$ cat src/common/ccs_pkg.sv
// constants for the can control, command and status block
// assumes an 8-bit cpu register port on one 40 MHz clock
package ccs_pkg;
    // register offsets
    localparam logic [7:0] OFS_CTRL    = 8'h20;
    localparam logic [7:0] OFS_CMD     = 8'h21;
    localparam logic [7:0] OFS_STAT    = 8'h22;
    localparam logic [7:0] OFS_IFLAG   = 8'h23;
    localparam logic [7:0] OFS_CFG_LO  = 8'h24;
    localparam logic [7:0] OFS_CFG_HI  = 8'h28;
    localparam logic [7:0] OFS_TXB_LO  = 8'h2A;
    localparam logic [7:0] OFS_TXB_HI  = 8'h33;
    // control field positions
    localparam int CTL_MODE = 7;
    localparam int CTL_SPD  = 6;
    localparam int CTL_OIE  = 4;
    localparam int CTL_EIE  = 3;
    localparam int CTL_TIE  = 2;
    localparam int CTL_RIE  = 1;
    localparam int CTL_RR   = 0;
    // command field positions
    localparam int CMD_RXA  = 7;
    localparam int CMD_RXB  = 6;
    localparam int CMD_CMP  = 5;
    localparam int CMD_SLP  = 4;
    localparam int CMD_COS  = 3;
    localparam int CMD_RRB  = 2;
    localparam int CMD_AT   = 1;
    localparam int CMD_TR   = 0;
    // interrupt flag positions
    localparam int IF_WAKE  = 4;
    localparam int IF_OVR   = 3;
    localparam int IF_ERR   = 2;
    localparam int IF_TX    = 1;
    localparam int IF_RX    = 0;
    // reset and read values
    localparam logic [7:0] CTRL_RST    = 8'h01;
    localparam logic [7:0] STAT_RST    = 8'h0C;
    localparam logic [7:0] CMD_READ    = 8'hFF;
    // counter limits
    localparam logic [8:0] WARN_LIMIT   = 9'h060;
    localparam logic [8:0] BUSOFF_LIMIT = 9'h100;
    localparam logic [7:0] RUNS_NORMAL  = 8'h01;
    localparam logic [7:0] RUNS_BUSOFF  = 8'h80;

    typedef enum logic [1:0] {
        ST_RUN   = 2'b00,
        ST_RESET = 2'b01,
        ST_REINT = 2'b10
    } ccs_mode_e;
endpackage

$ cat src/rtl/ccs_ctrl_status.sv
// control, command and status registers of a can protocol controller
// assumes a frame engine on the same clock that pulses its events
import ccs_pkg::*;

// Operation
// - speed select picks resync edge set
// - interrupt request only when matching enable set, wake-up flag always
// - reset request aborts transfers, only cpu clears
// - resume after one or 128 recessive runs
// - config registers reachable only under reset request
// - command write-only, reads ff, blocked in reset
// - passive bits swap pin for reference
// - sleep only when idle and nothing pending
// - sleep during frame gives immediate wake irq
// - after bus wake, receive waits for run
// - release returns receive buffer to device
// - abort cancels queued frame, locked writes dropped
// - transmit request one sends, zero ignored
// - counter 256 sets bus-off and reset request
// - error warning when either counter reaches 96
// - transmitting and receiving status track engine
// - complete status cleared by request, set on success
// - buffer access locked while frame pending
// - overrun when both buffers full, frame dropped
// - receive status reloads from second buffer
// - flags clear together on flag register read
module ccs_ctrl_status (
    input  wire logic       clk,
    input  wire logic       rst_n,
    input  wire logic [7:0] cpuAddr,
    input  wire logic       cpuWr,
    input  wire logic       cpuRd,
    input  wire logic [7:0] cpuWdata,
    input  wire logic       txStart,
    input  wire logic       txDone,
    input  wire logic       arbLost,
    input  wire logic       rxStart,
    input  wire logic       frameEnd,
    input  wire logic       rxStore,
    input  wire logic       run11,
    input  wire logic       busIdle,
    input  wire logic [8:0] txErrCnt,
    input  wire logic [8:0] rxErrCnt,
    input  wire logic       wakePin,
    output logic [7:0]      cpuRdata_q,
    output logic            irqReq_q,
    output logic            engineReset_q,
    output logic            bufMapOut_q,
    output logic            resyncBothEdges_q,
    output logic            rxaDisconnect_q,
    output logic            rxbDisconnect_q,
    output logic            comparator_select_q,
    output logic            sleep_q,
    output logic            rxEnable_q,
    output logic            txReqPulse_q,
    output logic            abortPulse_q,
    output logic            clearErrCnt_q,
    output logic            cfgWrEn_q,
    output logic            cfgRdEn_q,
    output logic            txBufWrEn_q
);
    ccs_mode_e  st_q, st_d;
    logic [7:0] ctrl_q, ctrl_d;
    logic       rxa_q, rxa_d, rxb_q, rxb_d, cmp_d, slp_d;
    logic       bs_q, bs_d, es_q, es_d, ts_q, ts_d, rs_q, rs_d;
    logic       tcs_q, tcs_d, tba_q, tba_d, do_q, do_d;
    logic [1:0] rxCnt_q, rxCnt_d;
    logic       pend_q, pend_d, offReq_q, offReq_d, rxEn_d;
    logic [4:0] flg_q, flg_d;
    logic [7:0] rdata_d;
    logic       txReq_d, abort_d, clrErr_d;
    logic       wrCtl, wrCmd, inCfg, inTxb, run, wakeSync, runDone;
    logic [1:0] cnt;

    ccs_pin_sync u_wake (
        .clk       (clk),
        .rst_n     (rst_n),
        .pinIn     (wakePin),
        .pinSync_q (wakeSync)
    );

    ccs_run_counter u_runs (
        .clk    (clk),
        .rst_n  (rst_n),
        .clear  (st_q != ST_REINT),
        .run11  (run11),
        .target (offReq_q ? RUNS_BUSOFF : RUNS_NORMAL),
        .done   (runDone)
    );

    function automatic logic inRange(input logic [7:0] a, input logic [7:0] lo,
                                     input logic [7:0] hi);
        inRange = (a >= lo) && (a <= hi);
    endfunction

    always_comb begin
        st_d = st_q;
        ctrl_d = ctrl_q;
        rxa_d = rxa_q;
        rxb_d = rxb_q;
        cmp_d = comparator_select_q;
        slp_d = sleep_q;
        bs_d = bs_q;
        ts_d = ts_q;
        rs_d = rs_q;
        tcs_d = tcs_q;
        tba_d = tba_q;
        do_d = do_q;
        rxCnt_d = rxCnt_q;
        pend_d = pend_q;
        offReq_d = offReq_q;
        rxEn_d = rxEnable_q;
        txReq_d = 1'b0;
        abort_d = 1'b0;
        clrErr_d = 1'b0;
        cnt = rxCnt_q;
        wrCtl = cpuWr && cpuAddr == OFS_CTRL;
        wrCmd = cpuWr && cpuAddr == OFS_CMD && !ctrl_q[CTL_RR];
        inCfg = inRange(cpuAddr, OFS_CFG_LO, OFS_CFG_HI);
        inTxb = inRange(cpuAddr, OFS_TXB_LO, OFS_TXB_HI);
        run = st_q == ST_RUN;
        // flags clear on read, a set in the same cycle still wins
        flg_d = (cpuRd && cpuAddr == OFS_IFLAG) ? 5'h00 : flg_q;
        es_d = (txErrCnt >= WARN_LIMIT) || (rxErrCnt >= WARN_LIMIT);

        if (wrCtl) begin
            ctrl_d = {cpuWdata[7:6], 1'b0, cpuWdata[4:1], ctrl_q[CTL_RR]};
            if (cpuWdata[CTL_RR]) begin
                ctrl_d[CTL_RR] = 1'b1;
            end else begin
                ctrl_d[CTL_RR] = 1'b0;
            end
        end

        if (wrCmd) begin
            rxa_d = cpuWdata[CMD_RXA];
            rxb_d = cpuWdata[CMD_RXB];
            cmp_d = cpuWdata[CMD_CMP];
            if (cpuWdata[CMD_COS]) begin
                do_d = 1'b0;
            end
            if (cpuWdata[CMD_RRB] && cnt != 2'd0) begin
                cnt = cnt - 2'd1;
            end
            if (cpuWdata[CMD_TR] && tba_q) begin
                tba_d = 1'b0;
                tcs_d = 1'b0;
                pend_d = 1'b1;
                txReq_d = 1'b1;
            end else if (cpuWdata[CMD_AT] && pend_q && !ts_q) begin
                pend_d = 1'b0;
                tba_d = 1'b1;
                abort_d = 1'b1;
                flg_d[IF_TX] = flg_d[IF_TX] | ctrl_q[CTL_TIE];
            end
            if (!cpuWdata[CMD_SLP]) begin
                slp_d = 1'b0;
            end else if (!sleep_q) begin
                if (flg_q == 5'h00 && busIdle && !ts_q && !rs_q) begin
                    slp_d = 1'b1;
                end else begin
                    flg_d[IF_WAKE] = 1'b1;
                end
            end
        end

        if (sleep_q && wakeSync) begin
            slp_d = 1'b0;
            flg_d[IF_WAKE] = 1'b1;
            rxEn_d = 1'b0;
        end else if (run11) begin
            rxEn_d = 1'b1;
        end

        if (run) begin
            if (txStart) begin
                ts_d = 1'b1;
                pend_d = 1'b0;
            end
            if (arbLost) begin
                ts_d = 1'b0;
                rs_d = 1'b1;
                pend_d = 1'b1;
            end
            if (rxStart && !ts_q) begin
                rs_d = 1'b1;
            end
            if (txDone) begin
                ts_d = 1'b0;
                tcs_d = 1'b1;
                tba_d = 1'b1;
                flg_d[IF_TX] = flg_d[IF_TX] | ctrl_q[CTL_TIE];
            end
            if (frameEnd) begin
                ts_d = 1'b0;
                rs_d = 1'b0;
            end
            if (rxStore && rxEnable_q) begin
                if (cnt == 2'd2) begin
                    do_d = 1'b1;
                    flg_d[IF_OVR] = flg_d[IF_OVR] | (ctrl_q[CTL_OIE] & ~do_q);
                end else begin
                    cnt = cnt + 2'd1;
                    flg_d[IF_RX] = flg_d[IF_RX] | ctrl_q[CTL_RIE];
                end
            end
        end
        rxCnt_d = cnt;

        // counters stale while their clear is pending
        if (run && txErrCnt >= BUSOFF_LIMIT && !bs_q && !clearErrCnt_q) begin
            bs_d = 1'b1;
            offReq_d = 1'b1;
            ctrl_d[CTL_RR] = 1'b1;
        end

        case (st_q)
            ST_RUN: begin
                if (ctrl_q[CTL_RR]) begin
                    st_d = ST_RESET;
                end
            end
            ST_RESET: begin
                if (!ctrl_q[CTL_RR]) begin
                    st_d = ST_REINT;
                end
            end
            ST_REINT: begin
                if (ctrl_q[CTL_RR]) begin
                    st_d = ST_RESET;
                end else if (runDone) begin
                    st_d = ST_RUN;
                    if (offReq_q) begin
                        bs_d = 1'b0;
                        offReq_d = 1'b0;
                        clrErr_d = 1'b1;
                    end
                end
            end
            default: st_d = ST_RESET;
        endcase

        if (ctrl_q[CTL_RR]) begin
            // abort transfers, error counters left alone
            ts_d = 1'b0;
            rs_d = 1'b0;
            do_d = 1'b0;
            rxCnt_d = 2'd0;
            tcs_d = 1'b1;
            tba_d = 1'b1;
            pend_d = 1'b0;
            rxa_d = 1'b0;
            rxb_d = 1'b0;
            slp_d = 1'b0;
            flg_d[IF_OVR] = 1'b0;
            flg_d[IF_TX] = 1'b0;
            flg_d[IF_RX] = 1'b0;
        end

        if ((es_d != es_q) || (bs_d != bs_q)) begin
            flg_d[IF_ERR] = flg_d[IF_ERR] | ctrl_q[CTL_EIE];
        end

        rdata_d = 8'h00;
        if (cpuAddr == OFS_CTRL) begin
            rdata_d = ctrl_q;
        end else if (cpuAddr == OFS_CMD) begin
            rdata_d = CMD_READ;
        end else if (cpuAddr == OFS_STAT) begin
            rdata_d = {bs_q, es_q, ts_q, rs_q, tcs_q, tba_q, do_q, rxCnt_q != 2'd0};
        end else if (cpuAddr == OFS_IFLAG) begin
            rdata_d = {3'h0, flg_q};
        end
    end

    always_ff @(posedge clk or negedge rst_n) begin
        if (!rst_n) begin
            st_q <= ST_RESET;
            ctrl_q <= CTRL_RST;
            {bs_q, es_q, ts_q, rs_q, tcs_q, tba_q, do_q} <= STAT_RST[7:1];
            rxCnt_q <= 2'd0;
            pend_q <= 1'b0;
            offReq_q <= 1'b0;
            flg_q <= 5'h00;
            rxa_q <= 1'b0;
            rxb_q <= 1'b0;
            comparator_select_q <= 1'b0;
            sleep_q <= 1'b0;
            rxEnable_q <= 1'b1;
            cpuRdata_q <= 8'h00;
            irqReq_q <= 1'b0;
            engineReset_q <= 1'b1;
            bufMapOut_q <= 1'b0;
            resyncBothEdges_q <= 1'b0;
            rxaDisconnect_q <= 1'b0;
            rxbDisconnect_q <= 1'b0;
            txReqPulse_q <= 1'b0;
            abortPulse_q <= 1'b0;
            clearErrCnt_q <= 1'b0;
            cfgWrEn_q <= 1'b0;
            cfgRdEn_q <= 1'b0;
            txBufWrEn_q <= 1'b0;
        end else begin
            st_q <= st_d;
            ctrl_q <= ctrl_d;
            {bs_q, es_q, ts_q, rs_q, tcs_q, tba_q, do_q} <= {bs_d, es_d, ts_d, rs_d,
                                                             tcs_d, tba_d, do_d};
            rxCnt_q <= rxCnt_d;
            pend_q <= pend_d;
            offReq_q <= offReq_d;
            flg_q <= flg_d;
            rxa_q <= rxa_d;
            rxb_q <= rxb_d;
            comparator_select_q <= cmp_d;
            sleep_q <= slp_d;
            rxEnable_q <= rxEn_d;
            if (cpuRd) begin
                cpuRdata_q <= rdata_d;
            end
            irqReq_q <= |flg_d;
            engineReset_q <= st_d != ST_RUN;
            bufMapOut_q <= ctrl_d[CTL_MODE];
            resyncBothEdges_q <= ctrl_d[CTL_SPD];
            rxaDisconnect_q <= rxa_d & ~rxb_d;
            rxbDisconnect_q <= rxb_d & ~rxa_d;
            txReqPulse_q <= txReq_d;
            abortPulse_q <= abort_d;
            clearErrCnt_q <= clrErr_d;
            cfgWrEn_q <= cpuWr && inCfg && ctrl_q[CTL_RR];
            cfgRdEn_q <= cpuRd && inCfg && ctrl_q[CTL_RR];
            txBufWrEn_q <= cpuWr && inTxb && tba_q;
        end
    end
endmodule

$ cat src/rtl/ccs_pin_sync.sv
// three-stage synchroniser for an asynchronous pin
// assumes nothing beyond clk and rst_n; output follows after agreement
module ccs_pin_sync (
    input  wire logic clk,
    input  wire logic rst_n,
    input  wire logic pinIn,
    output logic      pinSync_q
);
    logic s1_q;
    logic s2_q;
    logic s3_q;
    logic pinSync_d;

    always_comb begin
        pinSync_d = pinSync_q;
        if (s2_q == s3_q) begin
            pinSync_d = s3_q;
        end
    end

    always_ff @(posedge clk or negedge rst_n) begin
        if (!rst_n) begin
            s1_q      <= 1'b0;
            s2_q      <= 1'b0;
            s3_q      <= 1'b0;
            pinSync_q <= 1'b0;
        end else begin
            s1_q      <= pinIn;
            s2_q      <= s1_q;
            s3_q      <= s2_q;
            pinSync_q <= pinSync_d;
        end
    end
endmodule

$ cat src/rtl/ccs_run_counter.sv
// counts runs of eleven recessive bits up to a target
// assumes run11 is a one-cycle pulse from the frame engine
module ccs_run_counter (
    input  wire logic       clk,
    input  wire logic       rst_n,
    input  wire logic       clear,
    input  wire logic       run11,
    input  wire logic [7:0] target,
    output logic            done
);
    logic [7:0] cnt_q;
    logic [7:0] cnt_d;

    always_comb begin
        cnt_d = cnt_q;
        if (clear) begin
            cnt_d = 8'h00;
        end else if (run11 && cnt_q != target) begin
            cnt_d = cnt_q + 8'h01;
        end
    end

    assign done = !clear && (cnt_q == target);

    always_ff @(posedge clk or negedge rst_n) begin
        if (!rst_n) begin
            cnt_q <= 8'h00;
        end else begin
            cnt_q <= cnt_d;
        end
    end
endmodule

$ cat config.mk
export PLATFORM = sky130hd
export DESIGN_NAME = ccs_ctrl_status
export DESIGN_NICKNAME = d
export VERILOG_FILES = /design/src/common/ccs_pkg.sv /design/src/rtl/ccs_ctrl_status.sv /design/src/rtl/ccs_pin_sync.sv /design/src/rtl/ccs_run_counter.sv
export SDC_FILE = /design/constraint.sdc
export NUM_CORES = 1
export LEC_CHECK = 0
export ABC_AREA = 0
export BUFFER_PORTS_ARGS = -buffer_cell sky130_fd_sc_hd__buf_2
export CAP_MARGIN = 20
export CORE_ASPECT_RATIO = 1.4
export CORE_MARGIN = 5
export CORE_UTILIZATION = 30
export CTS_CLUSTER_DIAMETER = 40
export CTS_CLUSTER_SIZE = 16
export DETAILED_ROUTE_END_ITERATION = 10
export PLACE_DENSITY = 0.46
export SLEW_MARGIN = 20
export SYNTH_ARGS = -nofsm -noshare
export SYNTH_HDL_FRONTEND = slang
export SYNTH_HIERARCHICAL = 1
export SYNTH_SLANG_ARGS = --single-unit
$ cat constraint.sdc
create_clock -name clk -period 2.71 [get_ports clk]
set_input_delay 0.542 -clock clk [delete_from_list [all_inputs] [get_ports clk]]
set_output_delay 0.542 -clock clk [all_outputs]
set_load 0.05 [all_outputs]
==> results.cfg <==
[sta]
setup_slack_ps = -433.6
sum_of_negative_setup_slack_ps = -606.1
layout_worst_path_cycle_share_pct = 116.0
setup_repair_after_global_routing_missed_its_margin = yes
tmin_final_ps = 3144
worst_slew_margin_pct = 48.48
timing.final.hold_violations = 0
tightest_slew_ps = 772.8
slew_viols_final = 0
max_clock_freq_ghz = 0.3181
timing.final.setup_violations = 3
fin_skew_ps = 6.676

[detailed_routing]
via_count = 2400
drt-wirelength-per-cell_um = 15.62
vias_per_cell = 4.688
wl_um = 7995
drt_drc_violations_left = 0
detail_route.iter0.violations = 86
first_pass_iters = 4
route.antenna.remaining_nets = 0

[critical_path]
path_class = input port to flip-flop
critical_path.cell_chain = buf_6 -> or4b_4 -> or4_4 -> or4b_4 -> mux2_4 -> inv_2 -> ha_4 -> nand3b_1 -> a21oi_2 -> nor2_1 -> or4b_1
critical_path.most_common_cell = sky130_fd_sc_hd__or4b_4
crit_required_ps = 2910
timing.critical_path.slowest_cell_delay_ps = 540
timing.critical_path.fanout_max = 2
crit_path_from = cpuAddr[6]
critPathArrivalTime_ps = 3340
cpMaxStageDelayCell = sky130_fd_sc_hd__or4b_4
regToRegStartpoint = rxCnt_q[0]
timing.critical_path.to_type = flip-flop
setup.worst_path.start_class = input port

[yosys]
yosysUniqueCellTypes = 56
syn_area_per_cell_sq_um = 10.21
synth.cell_area_sq_mm = 0.002950
synth_xor_xnor_area_share_pct = 3.859
synth_top_cell_area_share_pct = 45.80
synth_compound_area_share_pct = 13.19
synth_area_leader_cell = sky130_fd_sc_hd__dfrtp_1
synth_mux_area_share_pct = 6.192
yosys.area_share.adder_pct = 2.078
synth.ff_latch_count = 60
synth_sequential_area_ratio_pct = 51.15
synth_ff_type = sky130_fd_sc_hd__dfrtp_1
synth.yosys.warnings = 6
synth_top_family_by_area = simple AND/OR/NAND/NOR gates
synth_simple_gate_area_share_pct = 18.66
syn-instance-count = 289
post_synth_edffs = 0
synth-async-reset-ratio_pct = 100.0
post-synth-top-count-cell = sky130_fd_sc_hd__dfrtp_1
netlist_top_cells_area = sky130_fd_sc_hd__dfrtp_1, sky130_fd_sc_hd__dfstp_2, sky130_fd_sc_hd__mux2i_1
synth.cells.most_frequent = sky130_fd_sc_hd__dfrtp_1, sky130_fd_sc_hd__inv_1, sky130_fd_sc_hd__nand2_1

[run_status]
violations = negative setup slack
run_status = finished, violations left

[global_route]
gr-usage-all-layers_pct = 14.12
grt_antenna_before_repair = 0
maximum_number_of_pins_on_one_net_before_global_route_repair = 61
grt_overflow_total = 0
first_pass_grt_wire_length_um = 12820
first_global_vias = 2512

[power_and_ir_drop]
p_leak_nw = 1.846
power_density_mw_per_mm2 = 720.2
power.ir.vdd_worst_uv = 345.0

[place]
io_buffers = 59
hpwlAfterDp_um = 6035
place_congestion = 0.7900
post-place-cells = 495

[final_layout]
fillerInstances = 974
num_antenna_cells = 0
layout.nets = 426
drive_gt1_share_pct = 33.16
stdcell_count = 512
area.growth.synth_to_final_pct = 31.04

[clock_tree]
clkSinkCount = 60
cts_tree = yes
cts.clk_slew.worst_paths_ps = 50
cts_made_buffers = 9
holdBufCountCts = 0
clockRootBuffer = sky130_fd_sc_hd__clkbuf_16
clock_path_buffers = 2
cts_htree_levels = 3
insertion_delay_to_the_later_sink_of_the_worst_skew_pair_ps = 330

[floorplan]
fp.dieH_um = 127.3
initial_core_util_pct = 30.85
placement_rows = 42
die_area_sq_mm = 0.01195
die_w_um = 93.81
top_level_ports = 70
placeableCoreArea_sq_mm = 0.009564

[hold_path]
timing.hold.worst.class = input port to flip-flop
hold_path.startpoint = wakePin

[run]
maxCapViolCount = 0
==> report_power, final <==
part / leakage, nW / switching, mW / internal, mW
logic: 0.930 / 0.421 / 0.270
registers: 0.785 / 0.0762 / 0.995
clock network: 0.131 / 0.381 / 0.640
total: 1.85 / 0.879 / 1.91
==> stage by stage <==
step | area [sq um] | utilization, % | setup WS, ps | hold WS, ps | power, mW
detailed placement | 3550 | 37.11 | -851.8 | 339.6 | 1.738
finish | 3866 | 40.42 | -433.6 | 321.7 | 2.784
global placement | 3550 | 37.11 | -840.8 | 333.3 | 1.731
floorplan | 2992 | - | -903.1 | 246.4 | 1.470
global route | 3866 | 40.42 | -528.2 | 312.6 | 2.932
CTS | 3841 | 40.16 | -477.3 | 307.7 | 2.804
==> cells by family (layout without fill, tap and decap cells) <==
| logic type | after synthesis | after routing |
|---|---|---|
| AO/OA/AOI/OAI | 59 | 59 |
| XOR/XNOR | 13 | 13 |
| adder cells (fa/ha/maj) | 5 | 5 |
| buffers and inverters | 35 | 121 |
| flip-flops | 60 | 60 |
| multiplexers | 17 | 17 |
| other | 1 | 6 |
| AND/OR/NAND/NOR | 99 | 99 |
==> final timing paths <==
kind                                to  slack [ps]  cells past startpoint
setup / recovery              irqReq_q        -430                     11
hold / removal             u_wake/s1_q         320                      1
setup reg to reg              irqReq_q         210                     10
hold reg to reg            u_wake/s2_q         350                      0
max in group asynchronous         ts_q        1820                      2
min in group asynchronous        rxa_q         370                      2
==> worst max-delay path: cells and delay by family <==
kind                     cells  cell delay (ps)
AND/OR/NAND/NOR              6             2140
buffers and inverters        2              150
adder cells (fa/ha/maj)      1              110
AO/OA/AOI/OAI                1               70
multiplexers                 1              330
==> repair_timing <==
action	in CTS	in global routing
resized for setup	5	4
setup buffers	1	0
pin swaps	7	3
endpoints found under the setup margin	6	6
==> registers in the layout, summed over array words and instances (netlist names), 2 cells and up <==
name,flops
st_q,2
flg_q,5
cpuRdata_q,8
u_runs/cnt_q,8
rxCnt_q,2
ctrl_q,7
==> per-layer routing <==
layer  track usage [%]  share of wire, %  vias to the layer above  wire, um
met2             25.14                55                       44      4400
met5                 0                 0                        -         0
met1             15.90                39                     1151      3110
met3             3.235               3.9                       11       310
li1                  -                 -                     1194         -
met4             6.122               2.2                        0       174
==> placed cells by master (no fill, tap or decap), drive strengths merged, types with 2 or more instances in the layout <==
cell type  instances
nor4bb             2
nor2              21
o31ai              3
conb               6
nor3               6
nor2b              6
a221o              3
nand2             24
clkbuf            14
nand2b             2
o2111ai            7
dfrtp             54
dfstp              6
a21o               2
a21oi             13
clkinv             2
or2                2
nand4              4
o21ai             20
buf               80
ha                 4
or3                2
and3               3
inv               25
or4                3
nor4b              2
or3b               2
xor2               3
nand3b             2
nand3              8
nor4               5
xnor2             10
mux2i             10
o211ai             2
or4b               3
mux2               7
==> cell type report <==
cell class,count,area (sq um),area share (%)
timing repair buffer,80,462.9,11.97
inverter,25,93.84,2.427
multi-input combinational,199,1371,35.47
sequential,60,1509,39.03
clock buffer,14,254.0,6.570
tap,132,165.2,4.272
clock inverter,2,10.01,0.2589
No activity file was read; power rests on OpenSTA's default activity.
